### config.mk
export PLATFORM = sky130hd
export DESIGN_NAME = ctrl_mode_fault
export DESIGN_NICKNAME = d
export VERILOG_FILES = /design/src/hw/ctrl_mode_pkg.sv /design/src/hw/ctrl_mode_fault.sv /design/src/hw/pin_sync.sv
export SDC_FILE = /design/constraint.sdc
export NUM_CORES = 1
export LEC_CHECK = 0
export ABC_CLOCK_PERIOD_IN_PS = 2920
export BUFFER_PORTS_ARGS = -buffer_cell sky130_fd_sc_hd__buf_2
export CAP_MARGIN = 15
export CORE_MARGIN = 3
export CORE_UTILIZATION = 45
export DETAILED_ROUTE_END_ITERATION = 8
export GPL_ROUTABILITY_DRIVEN = 0
export PLACE_DENSITY = 0.66
export SYNTH_ARGS = -nofsm -noshare
export SYNTH_HDL_FRONTEND = slang
export SYNTH_SLANG_ARGS = --single-unit
### constraint.sdc
create_clock -name I_CLK_SYS -period 2.92 [get_ports I_CLK_SYS]
set_input_delay 0.292 -clock I_CLK_SYS [delete_from_list [all_inputs] [get_ports I_CLK_SYS]]
set_output_delay 0.292 -clock I_CLK_SYS [all_outputs]
set_load 0.005 [all_outputs]
### src/hw/ctrl_mode_pkg.sv
// constants shared by the controller mode and fault logic
package ctrl_mode_pkg;
    // clock rate and derived timing
    localparam int CLK_KHZ = 20000;          // 20 MHz system clock
    localparam int HOLD_TIME_MS = 3000;      // display key hold time, 3 seconds
    localparam int HOLD_CYCLES = HOLD_TIME_MS * CLK_KHZ;
    localparam int BLINK_TIME_MS = 500;      // half period of the decimal point blink
    localparam int BLINK_CYCLES = BLINK_TIME_MS * CLK_KHZ;
    localparam int TIMER_W = 26;             // wide enough for both counts

    // pin input bit positions inside the synchroniser vector
    localparam int PIN_W = 11;
    localparam int PIN_RUN_STOP = 0;         // run_stop_contact_input, high means run
    localparam int PIN_SP_CONTACT = 1;       // setpoint selection contact active
    localparam int PIN_AM_FORCE = 2;         // auto/manual forcing contact active
    localparam int PIN_AM_FORCE_MAN = 3;     // forced mode is manual when high
    localparam int PIN_KEY_MAN = 4;          // manual-mode key
    localparam int PIN_KEY_UP = 5;           // up key
    localparam int PIN_KEY_DOWN = 6;         // down key
    localparam int PIN_KEY_DISP = 7;         // display-select key
    localparam int PIN_SP_NUM_LSB = 8;       // contact setpoint number, 3 bits
    localparam int PIN_SP_NUM_MSB = 10;

    // output value scale: tenths of a percent
    localparam int OUT_W = 10;
    localparam logic [OUT_W-1:0] OUT_ZERO = 10'h000;      // 0 %
    localparam logic [OUT_W-1:0] OUT_FULL = 10'h3E8;      // 100.0 %
    localparam logic [OUT_W-1:0] OUT_STEP = 10'h001;      // one key step, 0.1 %
    localparam logic [OUT_W-1:0] PRESET_DEFAULT = 10'h000; // factory preset, 0 %

    // setpoint numbers 1..8
    localparam int SP_W = 3;
    localparam logic [SP_W-1:0] SP_RESET = 3'h0;          // setpoint number 1

    // display pages
    localparam int PAGE_W = 3;
    localparam logic [PAGE_W-1:0] PAGE_OPERATING = 3'h0;  // page shown at power-on
    localparam logic [PAGE_W-1:0] PAGE_LAST = 3'h4;

    // power-on fault codes
    localparam int FAULT_W = 2;
    localparam logic [FAULT_W-1:0] RAM_FAULT_CODE = 2'h0;
    localparam logic [FAULT_W-1:0] ROM_FAULT_CODE = 2'h1;
    localparam logic [FAULT_W-1:0] SYSTEM_DATA_FAULT_CODE = 2'h2;

    // parameter error flag positions
    localparam int PERR_W = 7;
    localparam int PERR_CAL = 0;             // calibration data
    localparam int PERR_CUSTOM = 1;          // custom computing data
    localparam int PERR_INSTRUMENT = 2;      // instrument_mode_config
    localparam int PERR_RANGE = 3;           // range data
    localparam int PERR_SETUP = 4;           // setup parameters
    localparam int PERR_OPERATING = 5;       // operating parameters
    localparam int PERR_MODE_OUT = 6;        // operation mode/output
    localparam logic [PERR_W-1:0] DEC_TEN = 7'h0A;

    // power-on sequence states
    typedef enum logic [1:0] {
        DIAG_WAIT = 2'b00,
        DIAG_RUN = 2'b01,
        DIAG_HALT = 2'b10
    } diag_state_e;
endpackage : ctrl_mode_pkg

### src/hw/ctrl_mode_fault.sv
// operating mode, output selection and fault reporting of the controller
`timescale 1ns/100ps
module ctrl_mode_fault
    import ctrl_mode_pkg::*;
#(
    parameter int HOLD_COUNT = HOLD_CYCLES,
    parameter int BLINK_COUNT = BLINK_CYCLES
) (
    input wire logic I_CLK_SYS,
    input wire logic I_RESET,
    input wire logic i_run_stop_contact_input,
    input wire logic i_sp_contact,
    input wire logic [SP_W-1:0] i_sp_contact_number,
    input wire logic i_am_force_contact,
    input wire logic i_am_force_manual,
    input wire logic i_key_man,
    input wire logic i_key_up,
    input wire logic i_key_down,
    input wire logic i_key_disp,
    input wire logic i_key_sp_write,
    input wire logic [SP_W-1:0] i_key_sp_number,
    input wire logic [OUT_W-1:0] i_stopped_preset_output,
    input wire logic [OUT_W-1:0] i_auto_output,
    input wire logic i_alarm_condition,
    input wire logic [15:0] i_pv_value,
    input wire logic i_diag_done,
    input wire logic i_ram_ok,
    input wire logic i_rom_ok,
    input wire logic i_system_data_ok,
    input wire logic i_calibration_ok,
    input wire logic [PERR_W-1:0] i_param_error_flags,
    output logic O_RUNNING,
    output logic O_MANUAL,
    output logic [SP_W-1:0] O_SP_NUMBER,
    output logic [OUT_W-1:0] O_CONTROL_OUT,
    output logic O_CONTROL_ON,
    output logic O_ALARM,
    output logic [15:0] O_PV_DISPLAY,
    output logic [PAGE_W-1:0] O_DISPLAY_PAGE,
    output logic O_POWER_FAULT,
    output logic [FAULT_W-1:0] O_FAULT_CODE,
    output logic O_COMM_HALT,
    output logic O_PV_DP_BLINK,
    output logic O_PARAM_ERROR,
    output logic [3:0] O_ERR_TENS,
    output logic [3:0] O_ERR_ONES
);
    // typed copies of the timing parameters
    // defaults give a 3 s hold and a 0.5 s blink half period
    localparam logic [TIMER_W-1:0] HOLD_LIMIT = TIMER_W'(HOLD_COUNT);
    localparam logic [TIMER_W-1:0] BLINK_LIMIT = TIMER_W'(BLINK_COUNT - 1);
    localparam logic [TIMER_W-1:0] TIMER_ONE = 26'h0000001;
    localparam logic [TIMER_W-1:0] TIMER_ZERO = 26'h0000000;

    // synchronised pin levels and key press pulses
    // every pin passes four flops, three synchroniser stages and the filter, keys also give a press pulse
    logic [PIN_W-1:0] pin_level; // filtered pin levels
    logic [PIN_W-1:0] pin_rise; // one-cycle press pulses
    wire [PIN_W-1:0] pin_raw = {i_sp_contact_number, i_key_disp, i_key_down, i_key_up, i_key_man,
                                i_am_force_manual, i_am_force_contact, i_sp_contact,
                                i_run_stop_contact_input};

    pin_sync #(
        .WIDTH(PIN_W)
    ) u_pin_sync (
        .i_clk(I_CLK_SYS),
        .i_reset(I_RESET),
        .i_pin(pin_raw),
        .o_level(pin_level),
        .o_rise(pin_rise)
    );

    // decoded pin roles
    wire run_level = pin_level[PIN_RUN_STOP];
    wire sp_contact_on = pin_level[PIN_SP_CONTACT];
    wire [SP_W-1:0] sp_contact_num = pin_level[PIN_SP_NUM_MSB:PIN_SP_NUM_LSB];
    wire am_forced = pin_level[PIN_AM_FORCE];
    wire am_forced_man = pin_level[PIN_AM_FORCE_MAN];
    wire man_press = pin_rise[PIN_KEY_MAN];
    wire up_press = pin_rise[PIN_KEY_UP];
    wire down_press = pin_rise[PIN_KEY_DOWN];
    wire disp_press = pin_rise[PIN_KEY_DISP];
    wire disp_held = pin_level[PIN_KEY_DISP];

    // power-on diagnostic state, mode and timer registers
    diag_state_e diag_state; // sequence state
    diag_state_e next_diag_state; // next sequence state
    logic cal_bad; // latched calibration fault
    logic [PERR_W-1:0] perr_flags; // latched parameter error flags
    logic manual; // manual operation
    logic [OUT_W-1:0] manual_value; // operator-set output
    logic [TIMER_W-1:0] hold_count; // display key hold time
    logic hold_done; // hold already acted on
    logic [TIMER_W-1:0] blink_count; // blink half-period timer

    // memory and system data checks, first failure reported
    // any one of the three failing halts the controller for good
    wire mem_fault = ~i_ram_ok | ~i_rom_ok | ~i_system_data_ok;
    wire [FAULT_W-1:0] fault_sel = ~i_ram_ok ? RAM_FAULT_CODE :
                                   ~i_rom_ok ? ROM_FAULT_CODE : SYSTEM_DATA_FAULT_CODE;

    // sequence: wait for self-test, then run or halt for good
    always_comb begin
        next_diag_state = diag_state;
        unique case (diag_state)
            DIAG_WAIT: begin
                if (i_diag_done) begin
                    next_diag_state = mem_fault ? DIAG_HALT : DIAG_RUN;
                end
            end
            DIAG_RUN: begin
                next_diag_state = DIAG_RUN;
            end
            DIAG_HALT: begin
                next_diag_state = DIAG_HALT;
            end
            default: begin
                next_diag_state = DIAG_HALT;
            end
        endcase
    end

    wire diag_capture = (diag_state == DIAG_WAIT) & i_diag_done;
    wire operating = (diag_state == DIAG_RUN);
    wire halted = (diag_state == DIAG_HALT);
    wire param_err = |perr_flags;

    // state register and latched diagnostic results
    // a second done pulse is ignored until the next reset
    always_ff @(posedge I_CLK_SYS) begin
        if (I_RESET) begin
            diag_state <= DIAG_WAIT;
            cal_bad <= 1'b0;
            perr_flags <= '0;
            O_POWER_FAULT <= 1'b0;
            O_FAULT_CODE <= RAM_FAULT_CODE;
        end else begin
            diag_state <= next_diag_state;
            if (diag_capture) begin
                cal_bad <= ~i_calibration_ok;
                perr_flags <= i_param_error_flags; // all failing categories at once
                O_POWER_FAULT <= mem_fault;
                O_FAULT_CODE <= fault_sel;
            end
        end
    end

    // parameter error code as two decimal digits
    // all seven flags set gives 127, so the tens digit reaches 12
    wire [PERR_W-1:0] err_tens = perr_flags / DEC_TEN;
    wire [PERR_W-1:0] err_ones = perr_flags % DEC_TEN;

    // error code display
    always_ff @(posedge I_CLK_SYS) begin
        if (I_RESET) begin
            O_PARAM_ERROR <= 1'b0;
            O_ERR_TENS <= 4'h0;
            O_ERR_ONES <= 4'h0;
        end else begin
            O_PARAM_ERROR <= param_err & ~halted;
            O_ERR_TENS <= err_tens[3:0];
            O_ERR_ONES <= err_ones[3:0];
        end
    end

    // calibration blink timer, free running while the fault stands and diagnostics passed
    // timer held clear otherwise, so the point starts dark
    wire blink_wrap = (blink_count >= BLINK_LIMIT);
    always_ff @(posedge I_CLK_SYS) begin
        if (I_RESET) begin
            blink_count <= TIMER_ZERO;
            O_PV_DP_BLINK <= 1'b0;
        end else if (cal_bad & operating) begin
            blink_count <= blink_wrap ? TIMER_ZERO : blink_count + TIMER_ONE;
            if (blink_wrap) begin
                O_PV_DP_BLINK <= ~O_PV_DP_BLINK;
            end
        end else begin
            blink_count <= TIMER_ZERO;
            O_PV_DP_BLINK <= 1'b0;
        end
    end

    // run/stop follows the contact
    // stopping changes the output choice and locks up/down, alarm and pv go on
    always_ff @(posedge I_CLK_SYS) begin
        if (I_RESET) begin
            O_RUNNING <= 1'b0;
        end else begin
            O_RUNNING <= run_level;
        end
    end

    // setpoint number: contact wins, keystrokes only when contact off
    // a keystroke during contact selection is dropped, not queued
    always_ff @(posedge I_CLK_SYS) begin
        if (I_RESET) begin
            O_SP_NUMBER <= SP_RESET;
        end else if (sp_contact_on) begin
            O_SP_NUMBER <= sp_contact_num; // keystroke ignored
        end else if (i_key_sp_write) begin
            O_SP_NUMBER <= i_key_sp_number;
        end
    end

    // auto/manual: forcing contact overrides the key
    // a press while forced is lost, it does not act after release
    wire next_manual = am_forced ? am_forced_man : // key ignored
                       man_press ? ~manual : manual;

    // manual value: up/down only when running in manual
    // a step past either end is clamped, never wrapped
    wire adjust_ok = manual & run_level & operating;
    wire at_top = (manual_value >= OUT_FULL);
    wire at_bottom = (manual_value == OUT_ZERO);
    wire [OUT_W-1:0] value_up = at_top ? OUT_FULL : manual_value + OUT_STEP;
    wire [OUT_W-1:0] value_down = at_bottom ? OUT_ZERO : manual_value - OUT_STEP;

    // mode and manual value registers
    always_ff @(posedge I_CLK_SYS) begin
        if (I_RESET) begin
            manual <= 1'b0;
            manual_value <= OUT_ZERO;
        end else begin
            manual <= next_manual;
            if (next_manual & ~manual) begin
                manual_value <= O_CONTROL_OUT; // bumpless entry to manual
            end else if (adjust_ok & up_press) begin
                manual_value <= value_up;
            end else if (adjust_ok & down_press) begin
                manual_value <= value_down;
            end
        end
    end

    // output selection by priority
    // faults outrank stop, stop outranks manual, manual outranks auto
    wire force_zero = ~operating | param_err;
    wire [OUT_W-1:0] out_sel = force_zero ? OUT_ZERO :
                               ~run_level ? i_stopped_preset_output :
                               manual ? manual_value : i_auto_output;

    // control output, alarm and indicator
    // alarm held off before diagnostics pass and after a halt
    always_ff @(posedge I_CLK_SYS) begin
        if (I_RESET) begin
            O_MANUAL <= 1'b0;
            O_CONTROL_OUT <= OUT_ZERO;
            O_CONTROL_ON <= 1'b0;
            O_ALARM <= 1'b0;
            O_PV_DISPLAY <= 16'h0000;
            O_COMM_HALT <= 1'b0;
        end else begin
            O_MANUAL <= manual;
            O_CONTROL_OUT <= out_sel;
            O_CONTROL_ON <= ~force_zero;
            O_ALARM <= operating & i_alarm_condition; // stop does not gate it
            O_PV_DISPLAY <= i_pv_value;
            O_COMM_HALT <= halted;
        end
    end

    // display key: press steps pages, long hold returns home
    // a long hold acts once, the key must be released to act again
    wire hold_expired = (hold_count > HOLD_LIMIT);
    always_ff @(posedge I_CLK_SYS) begin
        if (I_RESET) begin
            hold_count <= TIMER_ZERO;
            hold_done <= 1'b0;
            O_DISPLAY_PAGE <= PAGE_OPERATING;
        end else if (!disp_held) begin
            hold_count <= TIMER_ZERO;
            hold_done <= 1'b0;
        end else begin
            if (!hold_expired) begin
                hold_count <= hold_count + TIMER_ONE;
            end
            if (hold_expired & ~hold_done) begin
                hold_done <= 1'b1;
                O_DISPLAY_PAGE <= PAGE_OPERATING;
            end else if (disp_press) begin
                O_DISPLAY_PAGE <= (O_DISPLAY_PAGE >= PAGE_LAST) ? PAGE_OPERATING : O_DISPLAY_PAGE + 3'h1;
            end
        end
    end
endmodule : ctrl_mode_fault

### src/hw/pin_sync.sv
// three-stage synchroniser with agreement filter and rising-edge pulse
`timescale 1ns/100ps
module pin_sync #(
    parameter int WIDTH = 1
) (
    input wire logic i_clk,
    input wire logic i_reset,
    input wire logic [WIDTH-1:0] i_pin,
    output logic [WIDTH-1:0] o_level,
    output logic [WIDTH-1:0] o_rise
);
    genvar g;
    generate
        for (g = 0; g < WIDTH; g = g + 1) begin : g_bit
            logic s1; // first stage, read only by s2
            logic s2; // second stage
            logic s3; // third stage
            wire agree = (s2 == s3); // stable once two stages agree
            // shift chain and filtered level
            always_ff @(posedge i_clk) begin
                if (i_reset) begin
                    s1 <= 1'b0;
                    s2 <= 1'b0;
                    s3 <= 1'b0;
                    o_level[g] <= 1'b0;
                    o_rise[g] <= 1'b0;
                end else begin
                    s1 <= i_pin[g];
                    s2 <= s1;
                    s3 <= s2;
                    o_rise[g] <= agree & s3 & ~o_level[g];
                    if (agree) begin
                        o_level[g] <= s3;
                    end
                end
            end
        end
    endgenerate
endmodule : pin_sync

==> results.md <==
- Outcome: finished, final reports clean
- Vias in the first global route: 5,293
- Ant diodes: 0
- All-Layer GR Usage: 0.176
- # placed instances: 1,108
- Most used flip-flop cell after synthesis: dfxtp_1
- Clk slew on worst S/H paths: 0.07 ns
- Root Buffer: clkbuf_16
- Tcrit/Tclk final: 0.754
- Register area share after synthesis: 0.470
- Post-DP HPWL: 10,800 um
- Largest fanout on the critical path: 15
- Setup violators final: 0
- Fmax: 454 MHz
- Crit Path Class: reg2reg
- Core area: 15,500 um^2
- Pwr dens: 564 nW/um^2
- Remaining Overflow, GRT: 0
- Post-route DRC: 0
- Unrepaired setup endpoints after global routing: no
- Fill count: 1,479
- MaxCap Viol Count: 0
- Dpl cell area: 8040 um^2
- Post-synth top area share: 0.470
- # IOs: 116
- Clk Latency, worst-skew pair: 0.44 ns
- Final setup margin: 0.718 ns
- Die height: 134 um
- Largest area contributor in the netlist: dfxtp_1
- Fraction of layout cells with a size suffix above 1: 0.197
- Final Cell Area: 8610 um^2
- # rows: 45
- YS warnings: 0
- Dpl ws: 0.756 ns
- Worst EP arrival: 2.55 ns
- Area growth syn-to-layout: 17.7%
- Cells after synthesis: 810
- Post-CTS Setup Inserts: 0
- Asr flop ratio synth: 0
- Pwr Total: 4.86 mW
- Time the worst path needs with I/O delays and setup: 2.20 ns
- Post-CTS Resized: 0
- PortBufs: 115
- H-tree depth: 4
- Worst ir drop on vdd: 440 uV
- Starting density of the core: 0.471
- Worst Path Required: 3.27 ns
- Synth cell types: 74
- Leak: 3.39 nW
- Largest net degree at the start of global routing: 59
- WL per Instance: 13.6 um
- CTS tree: built
- Seq. cell area: 3440 um^2
- CTS max path bufs: 2
- Slew Viols, Final: 0
- Worst-margin pin slew: 0.665 ns
- Total count of hold-check failures in the final report: 0
- Initial antenna violation count: 0
- Die width: 134 um
- Flop and latch count out of synthesis: 172
- Num Clock Sinks: 172
- Multi-input logic area: 3600 um^2
- Fin cells: 1,140
- Most common cell in the synthesized netlist: dfxtp_1
- Routed Antenna Nets: 0
- Via density: 5.21
- DRT Pass-1 Iters: 5
- Worst Hold Class: in2reg
- Fin nets: 995
- Cts hold-fix bufs: 0
- Avg Cell Area, Syn: 9.04 um^2
- Routed wire length: 15,500 um
- Slew HR: 0.552
- Top area cells in the synthesized netlist: dfxtp_1 47%, nor2_1 5.7%, nor2b_1 5.0%, a21oi_1 3.2%, xor2_1 3.1%
- Fin Setup TNS: 0 ns
- Die Area: 17,800 um^2
- Via count: 5,943
- Initial DRC Count: 466
- EDFF count, synth: 0
- CP Launch Type: flip-flop
- Setup Skew: 0.0108 ns
- Mapped Area: 7320 um^2
- Critical path endpoint category: flip-flop
- First-pass GRT wire length: 25,800 um
- Synth cell count leaders: 172 x dfxtp_1, 111 x nor2_1, 58 x nor2b_1
- Number of buffers created by CTS: 17
## critical path, stage by stage (launching register included)
cell and delay [ns]:
dfxtp_1 0.59, nor2b_1 0.32, xor2_1 0.17, a22oi_1 0.10, o21a_1 0.13, ha_1 0.19
nor3_1 0.32, nor2_1 0.10, o31ai_1 0.20
## report_power, final
| part | total (mW) | switching, mW | internal, mW |
|---|---|---|---|
| Clock | 2.18 | 1.04 | 1.14 |
| Combinational | 0.242 | 0.123 | 0.119 |
| Sequential | 2.44 | 0.0335 | 2.40 |
| Total | 4.86 | 1.20 | 3.66 |
## flip-flops by register name, indices dropped and copies added, names as in the netlist, 3 cells and up
name                 flops
O_DISPLAY_PAGE           3
hold_count              26
O_ERR_TENS               4
O_PV_DISPLAY            16
O_SP_NUMBER              3
O_CONTROL_OUT           10
manual_value            10
perr_flags               7
O_ERR_ONES               4
u_pin_sync.g_bit.s3     11
u_pin_sync.g_bit.s1     11
u_pin_sync.o_level      11
blink_count             26
u_pin_sync.o_rise        4
u_pin_sync.g_bit.s2     11
## layout make-up
type / count / area share
clock buffer: 17 / 0.0494
clock inverter: 15 / 0.0168
inverter: 18 / 0.00784
multi-input combinational: 580 / 0.418
sequential: 172 / 0.400
tap: 211 / 0.0306
timing repair buffer: 127 / 0.0776
## metrics by stage
step | hold WS [ns] | util
floorplan | 0.388 | -
global placement | 0.415 | 0.518
detailed placement | 0.418 | 0.518
CTS | 0.0411 | 0.554
global route | 0.0478 | 0.554
finish | 0.0546 | 0.554
## layer usage
metal	GRT usage	routed length [um]
met1	0.245	7560
met2	0.260	6750
met3	0.0551	936
met4	0.0617	263
met5	0	0
## cell families (layout without fill, tap and decap cells)
kind of cell | Yosys count | count (layout) | synth area share
compound gates | 156 | 156 | 0.145
xor+xnor | 45 | 45 | 0.0538
fa+ha+maj | 13 | 13 | 0.0222
buf+inv | 59 | 177 | 0.0383
flops | 172 | 172 | 0.470
mux | 19 | 19 | 0.0260
other cells | 1 | 2 | 0.000512
simple gates | 345 | 345 | 0.244
## cell usage in the layout, fill, tap and decap left out, types with 3 or more instances in the layout
master	netlist	layout
inv_6	0	6
nor3b_1	10	10
o2111ai_1	7	7
buf_4	1	13
nand2_1	55	55
o21ai_0	27	27
xor2_1	26	26
o22ai_1	3	3
a211oi_1	18	18
inv_1	17	17
nor2b_1	58	58
nand2b_1	5	5
and3_1	14	14
xnor2_1	19	19
ha_1	13	13
clkbuf_16	0	17
nand3_1	21	21
nor4_1	6	6
or3_1	9	9
dfxtp_1	172	172
inv_8	0	4
a221oi_1	5	5
clkinv_4	0	3
o211ai_1	14	14
nor2_1	111	111
a21oi_1	47	47
nand4_1	6	6
nand3b_1	3	3
o21a_1	4	4
mux2i_1	19	19
nor3_1	14	14
buf_2	8	114
or4_1	3	3
and2_1	8	8
## worst paths after layout
| check | from | to | slack, ns | depth (start not counted) |
|---|---|---|---|---|
| setup / recovery | perr_flags[5]$_SDFFE_PP0P_ | O_ERR_ONES[2]$_SDFF_PP0_ | 0.72 | 8 |
| hold / removal | i_pv_value[15] | O_PV_DISPLAY[15]$_SDFF_PP0_ | 0.05 | 2 |
| setup reg to reg | perr_flags[5]$_SDFFE_PP0P_ | O_ERR_ONES[2]$_SDFF_PP0_ | 0.72 | 8 |
| hold reg to reg | u_pin_sync.o_level[6]$_SDFFE_PP0N_ | u_pin_sync.o_rise[6]$_SDFF_PP0_ | 0.42 | 1 |
Power figures use the tool's default switching activity.
